===== src/pxsc_regs.svh =====
/*
  Register constants for the secondary-status capability block: offsets,
  field positions, fixed values and reset values.
  Assumes it is included by bare name from the package and the modules.
*/
`ifndef PXSC_REGS_SVH
`define PXSC_REGS_SVH

// Byte offsets on the register port
`define PXSC_CAP_OFS 8'h80
`define PXSC_MASK_OFS 8'hF0

// Fixed capability header values
`define PXSC_CAP_ID 8'h07
`define PXSC_NEXT_PTR 8'h90

// Field positions in the capability dword
`define PXSC_ID_LSB 0
`define PXSC_NEXT_LSB 8
`define PXSC_W64_BIT 16
`define PXSC_FAST_BIT 17
`define PXSC_FLG_LSB 18
`define PXSC_FLG_W 4
`define PXSC_FREQ_LSB 22
`define PXSC_RSVD_LSB 25

// Flag indices inside the four-bit flag field
`define PXSC_FLG_DISC 0
`define PXSC_FLG_UNEXP 1
`define PXSC_FLG_OVR 2
`define PXSC_FLG_DLY 3

// Secondary clock frequency codes
`define PXSC_FREQ_CONV 3'h0
`define PXSC_FREQ_66 3'h1
`define PXSC_FREQ_133 3'h2

// Reset values
`define PXSC_FREQ_RST 3'h0
`define PXSC_FLG_RST 4'h0
`define PXSC_MASK_RST 4'h0
`define PXSC_RDATA_RST 32'h0000_0000

`endif


===== src/pxsc_pkg.sv =====
/*
  Types for the secondary-status capability block.
  Assumes pxsc_regs.svh is on the include path.
*/
`default_nettype none

`include "pxsc_regs.svh"

package pxsc_pkg;

  // Strap capture phase after reset release
  typedef enum logic [1:0] {
    PXSC_WAIT1 = 2'b00,
    PXSC_WAIT2 = 2'b01,
    PXSC_SETTLE = 2'b10,
    PXSC_RUN = 2'b11
  } pxsc_phase_t;

  // Encoded secondary clock frequency
  typedef logic [2:0] pxsc_freq_t;

  // Sticky event flags, also the interrupt layout
  typedef logic [`PXSC_FLG_W-1:0] pxsc_flags_t;

  // Whole state of the block
  typedef struct packed {
    pxsc_phase_t phase;
    logic fwd;
    logic wide;
    pxsc_flags_t flags;
    pxsc_freq_t freq;
    pxsc_flags_t mask;
    logic [31:0] rdata;
    logic irq;
  } pxsc_state_t;

endpackage : pxsc_pkg

`default_nettype wire


===== src/pxsc_sync.sv =====
/*
  Two-flop synchroniser for a bundle of slow pin levels.
  Assumes every bit is a quasi-static level; no coherency across bits.
*/
`timescale 1ns/1ps
`default_nettype none

module pxsc_sync #(
  parameter int WIDTH = 5
) (
  input wire logic clk,
  input wire logic arst_n,
  input wire logic [WIDTH-1:0] din,
  output logic [WIDTH-1:0] dout
);

  // First stage, read only by the second stage
  logic [WIDTH-1:0] meta_r;

  // Both stages clear to a constant under reset
  always_ff @(posedge clk or negedge arst_n) begin
    if (!arst_n) begin
      meta_r <= '0;
      dout <= '0;
    end else begin
      meta_r <= din;
      dout <= meta_r;
    end
  end

endmodule : pxsc_sync

`default_nettype wire


===== src/pxsc_caps.sv =====
/*
  Secondary-status capability dword with interrupt mask and strap capture.
  Assumes a single-cycle register port, event pulses from logic on clk,
  and mode, wide-bus and frequency inputs coming straight from pins.
*/
// The strobed register port was left to the implementer.
// Summary of operation
// - Bit16 reads forward mode and wide strap
// - Bit17 reads one only in forward mode
// - Bit18 sticky in forward, zero in reverse
// - Discarded split completion sets bit18
// - Bit19 sticky in reverse, zero in forward
// - Unexpected own split completion sets bit19
// - Buffer-full completion cut sets bit20
// - Split request over commitment sets bit21
// - Bits24:22 hold secondary clock code
// - Frequency field zero in reverse mode
// - Low byte reads fixed identifier 07h
// - Bits15:8 read next pointer 90h
`timescale 1ns/1ps
`default_nettype none

`include "pxsc_regs.svh"

module pxsc_caps (
  input wire logic clk,
  input wire logic arst_n,
  input wire logic [7:0] reg_addr,
  input wire logic [31:0] reg_wdata,
  input wire logic reg_wr,
  input wire logic reg_rd,
  output logic [31:0] reg_rdata,
  input wire logic fwd_mode_pin,
  input wire logic wide_bus_strap,
  input wire pxsc_pkg::pxsc_freq_t sec_freq_pin,
  input wire logic split_cpl_discard,
  input wire logic unexp_split_cpl,
  input wire logic split_cpl_overrun,
  input wire logic split_req_delayed,
  output logic irq
);
  import pxsc_pkg::*;

  // Registered state and its next value
  pxsc_state_t st_r;
  pxsc_state_t st_nxt;

  // Synchronised pin levels
  logic [4:0] pins_sync;
  logic sync_fwd;
  logic sync_wide;
  pxsc_freq_t sync_freq;

  // Assembled read value of the capability dword
  logic [31:0] cap_word;
  logic [31:0] mask_word;

  // Pins are asynchronous to clk, so they pass two flops first
  pxsc_sync #(
    .WIDTH(5)
  ) u_sync (
    .clk(clk),
    .arst_n(arst_n),
    .din({fwd_mode_pin, wide_bus_strap, sec_freq_pin}),
    .dout(pins_sync)
  );

  assign sync_fwd = pins_sync[4];
  assign sync_wide = pins_sync[3];
  assign sync_freq = pins_sync[2:0];

  // Capability dword as software sees it
  assign cap_word[`PXSC_ID_LSB +: 8] = `PXSC_CAP_ID;
  assign cap_word[`PXSC_NEXT_LSB +: 8] = `PXSC_NEXT_PTR;
  assign cap_word[`PXSC_W64_BIT] = st_r.fwd & st_r.wide;
  assign cap_word[`PXSC_FAST_BIT] = st_r.fwd;
  assign cap_word[`PXSC_FLG_LSB +: `PXSC_FLG_W] = st_r.flags;
  assign cap_word[`PXSC_FREQ_LSB +: 3] = st_r.freq;
  assign cap_word[31:`PXSC_RSVD_LSB] = 7'h00;

  // Mask word uses the same layout as the flags
  assign mask_word = {10'h000, st_r.mask, 18'h0_0000};

  // Next-state logic for the whole block
  always_comb begin
    pxsc_flags_t set_v;
    pxsc_flags_t clr_v;
    pxsc_flags_t legal_v;
    set_v = '0;
    clr_v = '0;
    legal_v = '0;
    st_nxt = st_r;
    st_nxt.rdata = `PXSC_RDATA_RST;

    // Straps are latched once the synchroniser has filled
    // Taking them once keeps the mode from flipping under live traffic
    case (st_r.phase)
      PXSC_WAIT1: begin
        st_nxt.phase = PXSC_WAIT2;
      end
      PXSC_WAIT2: begin
        st_nxt.phase = PXSC_SETTLE;
      end
      PXSC_SETTLE: begin
        st_nxt.phase = PXSC_RUN;
        st_nxt.fwd = sync_fwd;
        st_nxt.wide = sync_wide;
      end
      PXSC_RUN: begin
        st_nxt.phase = PXSC_RUN;
      end
      default: begin
        st_nxt.phase = PXSC_WAIT1;
      end
    endcase

    // Frequency code tracks the pin only in forward mode
    if (st_r.phase == PXSC_RUN && st_r.fwd) begin
      st_nxt.freq = sync_freq;
    end else begin
      st_nxt.freq = `PXSC_FREQ_RST;
    end

    // Events count only once the mode is known
    // A pulse during strap capture is dropped rather than filed in the wrong mode
    if (st_r.phase == PXSC_RUN) begin
      set_v[`PXSC_FLG_DISC] = split_cpl_discard & st_r.fwd;
      set_v[`PXSC_FLG_UNEXP] = unexp_split_cpl & ~st_r.fwd;
      set_v[`PXSC_FLG_OVR] = split_cpl_overrun;
      set_v[`PXSC_FLG_DLY] = split_req_delayed;
    end

    // Write-one-to-clear on the capability dword; other bits ignore writes
    if (reg_wr && reg_addr == `PXSC_CAP_OFS) begin
      clr_v = reg_wdata[`PXSC_FLG_LSB +: `PXSC_FLG_W];
    end

    // Mask register is plain read-write
    if (reg_wr && reg_addr == `PXSC_MASK_OFS) begin
      st_nxt.mask = reg_wdata[`PXSC_FLG_LSB +: `PXSC_FLG_W];
    end

    // Mode-dependent flags are forced to zero in the other mode
    legal_v[`PXSC_FLG_DISC] = st_r.fwd;
    legal_v[`PXSC_FLG_UNEXP] = ~st_r.fwd;
    legal_v[`PXSC_FLG_OVR] = 1'b1;
    legal_v[`PXSC_FLG_DLY] = 1'b1;

    // A set in the same cycle as a clear wins
    st_nxt.flags = ((st_r.flags & ~clr_v) | set_v) & legal_v;

    // Read data stand only in the cycle after the strobe
    // Idle and unmapped cycles return zero, so stale data never leak
    if (reg_rd) begin
      case (reg_addr)
        `PXSC_CAP_OFS: begin
          st_nxt.rdata = cap_word;
        end
        `PXSC_MASK_OFS: begin
          st_nxt.rdata = mask_word;
        end
        default: begin
          st_nxt.rdata = `PXSC_RDATA_RST;
        end
      endcase
    end

    // Level interrupt from unmasked flags, one cycle behind the flags
    // Registering costs a cycle of lag but keeps the pin free of glitches
    st_nxt.irq = |(st_r.flags & st_r.mask);
  end

  // The single state register
  always_ff @(posedge clk or negedge arst_n) begin
    if (!arst_n) begin
      st_r.phase <= PXSC_WAIT1;
      st_r.fwd <= 1'b0;
      st_r.wide <= 1'b0;
      st_r.flags <= `PXSC_FLG_RST;
      st_r.freq <= `PXSC_FREQ_RST;
      st_r.mask <= `PXSC_MASK_RST;
      st_r.rdata <= `PXSC_RDATA_RST;
      st_r.irq <= 1'b0;
    end else begin
      st_r <= st_nxt;
    end
  end

  // Outputs come straight from the state flops
  assign reg_rdata = st_r.rdata;
  assign irq = st_r.irq;

  // Helper: capability read in a settled phase
  logic cap_rd;
  assign cap_rd = reg_rd && reg_addr == `PXSC_CAP_OFS && st_r.phase == PXSC_RUN;
endmodule : pxsc_caps

`default_nettype wire


===== config.mk =====
export PLATFORM = sky130hd
export DESIGN_NAME = pxsc_caps
export DESIGN_NICKNAME = d
export VERILOG_FILES = /design/src/pxsc_pkg.sv /design/src/pxsc_sync.sv /design/src/pxsc_caps.sv
export VERILOG_INCLUDE_DIRS = /design/src
export SDC_FILE = /design/constraint.sdc
export NUM_CORES = 1
export LEC_CHECK = 0
export ABC_AREA = 1
export BUFFER_PORTS_ARGS = -buffer_cell sky130_fd_sc_hd__buf_2
export CORE_AREA = 2 2 71 73
export DETAILED_ROUTE_END_ITERATION = 10
export DIE_AREA = 0 0 73 75
export PLACE_DENSITY = 0.71
export SETUP_SLACK_MARGIN = 0.3
export SLEW_MARGIN = 40
export SYNTH_ARGS = -nofsm -noshare
export SYNTH_HDL_FRONTEND = slang
export SYNTH_SLANG_ARGS = --single-unit

===== constraint.sdc =====
create_clock -name clk -period 1.35 [get_ports clk]
set_clock_uncertainty 0.1 [all_clocks]
set_input_delay 0.0675 -clock clk [delete_from_list [all_inputs] [get_ports clk]]
set_output_delay 0.0675 -clock clk [all_outputs]
set_load 0.01 [all_outputs]

==> qor.json <==
{
  "setup_path": {
    "sum_of_buffers_and_inverters_on_the_critical_path": 0,
    "library_cell_contributing_the_largest_single_delay_on_the_critical_path": "sky130_fd_sc_hd__dfrtp_1",
    "timing.critical_path.cells": "nand2_2 > mux2_2",
    "criticalPathCategory": "reg -> reg",
    "timing.critical_path.depth": 2,
    "timing.critical_path.from_type": "flip-flop",
    "timing.critical_path.from": "st_r[47]",
    "worst_r2r_startpoint": "st_r[47]",
    "worst_path_dominant_cell_family": "flip-flops",
    "critPathArrivalTime_ns": 1.11,
    "critPathCaptureType": "flip-flop",
    "critPathMaxStageDelay_ns": 0.41,
    "rr_worst_depth": 2,
    "critical_path.max_fanout": 3,
    "worst_ep_required_time_ns": 1.43
  },
  "global_routing": {
    "grt_max_degree": 20,
    "grt.total_usage_pct": 11.2,
    "grt_first_pass_wirelength_mm": 4.48,
    "grt_antenna_before_repair": 0,
    "grt_overflow_total": 0,
    "vias_in_the_first_global_route": 1048
  },
  "clock_tree": {
    "cts_sinks": 36,
    "cts_inserted_buffers": 5,
    "clockBufferDepth": 2,
    "htree_levels": 2,
    "cts_tree": "built",
    "cts.reportedPaths.clkPinSlew_ns": 0.07,
    "clock_insertion_delay_worst_skew_ns": 0.29,
    "root_buffer": "sky130_fd_sc_hd__clkbuf_8"
  },
  "die": {
    "die-area_um2": 5480,
    "initial_core_util_pct": 32.8,
    "dieHeight_um": 75,
    "core-area_um2": 4660,
    "die_w_um": 73,
    "top_level_ports": 86,
    "row_count": 25
  },
  "power_and_ir_drop": {
    "finalPower_w": 0.00224,
    "static-leakage-power_nw": 1.06,
    "power_per_cell_area_nw_per_um2": 1160,
    "irDropWorstVdd_uv": 700
  },
  "layout": {
    "drive_gt1_share_pct": 30.0,
    "layout.cells.most_common": "sky130_fd_sc_hd__buf_2",
    "instances_no_fill": 257,
    "syn2layout_area_growth_pct": 26.5,
    "n_antenna_cell": 0,
    "nets": 255,
    "fillerInstances": 450,
    "mostFrequentLayoutCells": "sky130_fd_sc_hd__buf_2 (39), sky130_fd_sc_hd__dfrtp_1 (36), sky130_fd_sc_hd__nand2_1 (26)"
  },
  "sta": {
    "setup_slack_ns": 0.320,
    "post-route-period-util_pct": 76.3,
    "period_minus_slack_ns": 1.03,
    "grt_setup_unrepaired": "yes",
    "setup_viol": 0,
    "fmaxAchievable_mhz": 971,
    "final_max_slew_viol_count": 0,
    "final_report_hold_violation_count": 0,
    "setup-tns-final_ns": 0
  },
  "synth": {
    "synthesized_flop_and_latch_total": 36,
    "synthesis.instances": 153,
    "syn_avg_cell_area_um2": 9.98,
    "netlist_area_um2": 1530,
    "ys_types": 18,
    "synth-seq-area-share_pct": 59.0,
    "yosys_warnings": 0
  },
  "place": {
    "buffer_ports.inserted": 39,
    "place.detailed.instances": 232,
    "gp_routability_congestion": 0.715,
    "place_ws_ns": 0.134,
    "detailedPlacementHpwl_mm": 1.82
  },
  "hold_path": {
    "min_from": "reg_rd",
    "timing.hold.worst.class": "in -> reg",
    "hold_path_depth": 3
  },
  "route": {
    "route.antenna.remaining_nets": 0,
    "via_per_inst": 3.95,
    "drt-pass1-iter-count": 3,
    "route.vias.total": 1015,
    "routed_wl_mm": 2.57,
    "detail_route.wl_per_cell_um": 10.0,
    "drcViolationCount": 0,
    "first_iter_violations": 47
  },
  "outcome": {
    "status": "complete, no violations"
  },
  "run": {
    "max-cap-violations": 0
  }
}
[final timing paths]
path,endpoint,slack [ns]
worst max-delay path,st_r[44],0.32
worst min-delay path,reg_rdata[24],0.05
worst max register to register,st_r[44],0.32
worst min register to register,u_sync.dout[1],0.25
max in group asynchronous,mask_word[21],0.55
min in group asynchronous,u_sync.meta_r[1],0.15
[report_power, final]
group	leakage, nW	internal [W]	switching (W)
registers	0.429	0.00111	0.0000148
clock network	0.0541	0.000546	0.000391
logic	0.579	0.0000793	0.0000935
total	1.06	0.00174	0.000499
[timing repair]
item                                   in CTS  in global routing
setup endpoints to repair                   1                 13
hold buffers                               16                  0
endpoints found under the hold margin      53                  0
setup buffers                               1                  0
resized for setup                           1                  8
[kinds of logic (layout without fill, tap and decap cells)]
logic type / count (synthesis) / count (layout) / synth area share (%)
AO/OA/AOI/OAI: 14 / 14 / 4.92
AND/OR/NAND/NOR: 49 / 49 / 14.3
buffers and inverters: 52 / 85 / 20.7
other: 1 / 18 / 0.246
flip-flops: 36 / 36 / 59.0
multiplexers: 1 / 1 / 0.738
[registers in the layout (all words and copies together), names as in the netlist]
register       flops
reg_rdata         10
cap_word           8
u_sync.dout        5
u_sync.meta_r      5
mask_word          4
st_r               3
irq                1
[synthesized netlist by cell type (all sizes together)]
cell / count / area [µm²]
nand3: 4 / 20.0
nand4: 1 / 6.26
or2: 1 / 6.26
a21oi: 4 / 20.0
nand2: 28 / 108
o22ai: 4 / 25.0
mux2: 1 / 11.3
inv: 19 / 71.3
dfrtp: 36 / 901
o21ai: 6 / 30.0
nor3b: 1 / 7.51
nor2: 14 / 71.3
buf: 33 / 245
conb: 1 / 3.75
[worst reg2reg max path: cells and delay by family, from the launching register on]
kind | cells | cell delay, ns
flops | 1 | 0.41
simple gates | 1 | 0.09
mux | 1 | 0.32
[cell type report]
class                   count  area, µm²  share of cell area [%]
multi-input cells          82        389                    20.2
flip-flops and latches     36        901                    46.7
repair buffers             58        390                    20.2
clock inverters             3       42.5                    2.20
clock buffers               5       68.8                    3.56
well taps                  54       67.6                    3.50
inverters                  19       71.3                    3.69
[through the flow]
| stage | hold slack [ns] | cell area, µm² | utilization, % |
|---|---|---|---|
| final | 0.0482 | 1930 | 41.4 |
| after detailed placement | -0.0604 | 1640 | 35.1 |
| after floorplan | -0.328 | 1590 | - |
| after CTS | 0.0504 | 1920 | 41.1 |
| after global routing | 0.0699 | 1930 | 41.4 |
| after global placement | -0.0696 | 1640 | 35.1 |
[per-layer routing]
| layer | share of wire (%) | vias up | wire length [µm] | global-route usage [%] |
|---|---|---|---|---|
| met5 | 0 | - | 0 | 0 |
| met4 | 1.6 | 0 | 40 | 5.56 |
| met3 | 6.4 | 5 | 164 | 4.69 |
| met2 | 52 | 39 | 1340 | 19.0 |
| met1 | 40 | 457 | 1030 | 12.1 |
| li1 | - | 514 | - | - |
No activity file was read; power rests on OpenSTA's default activity.
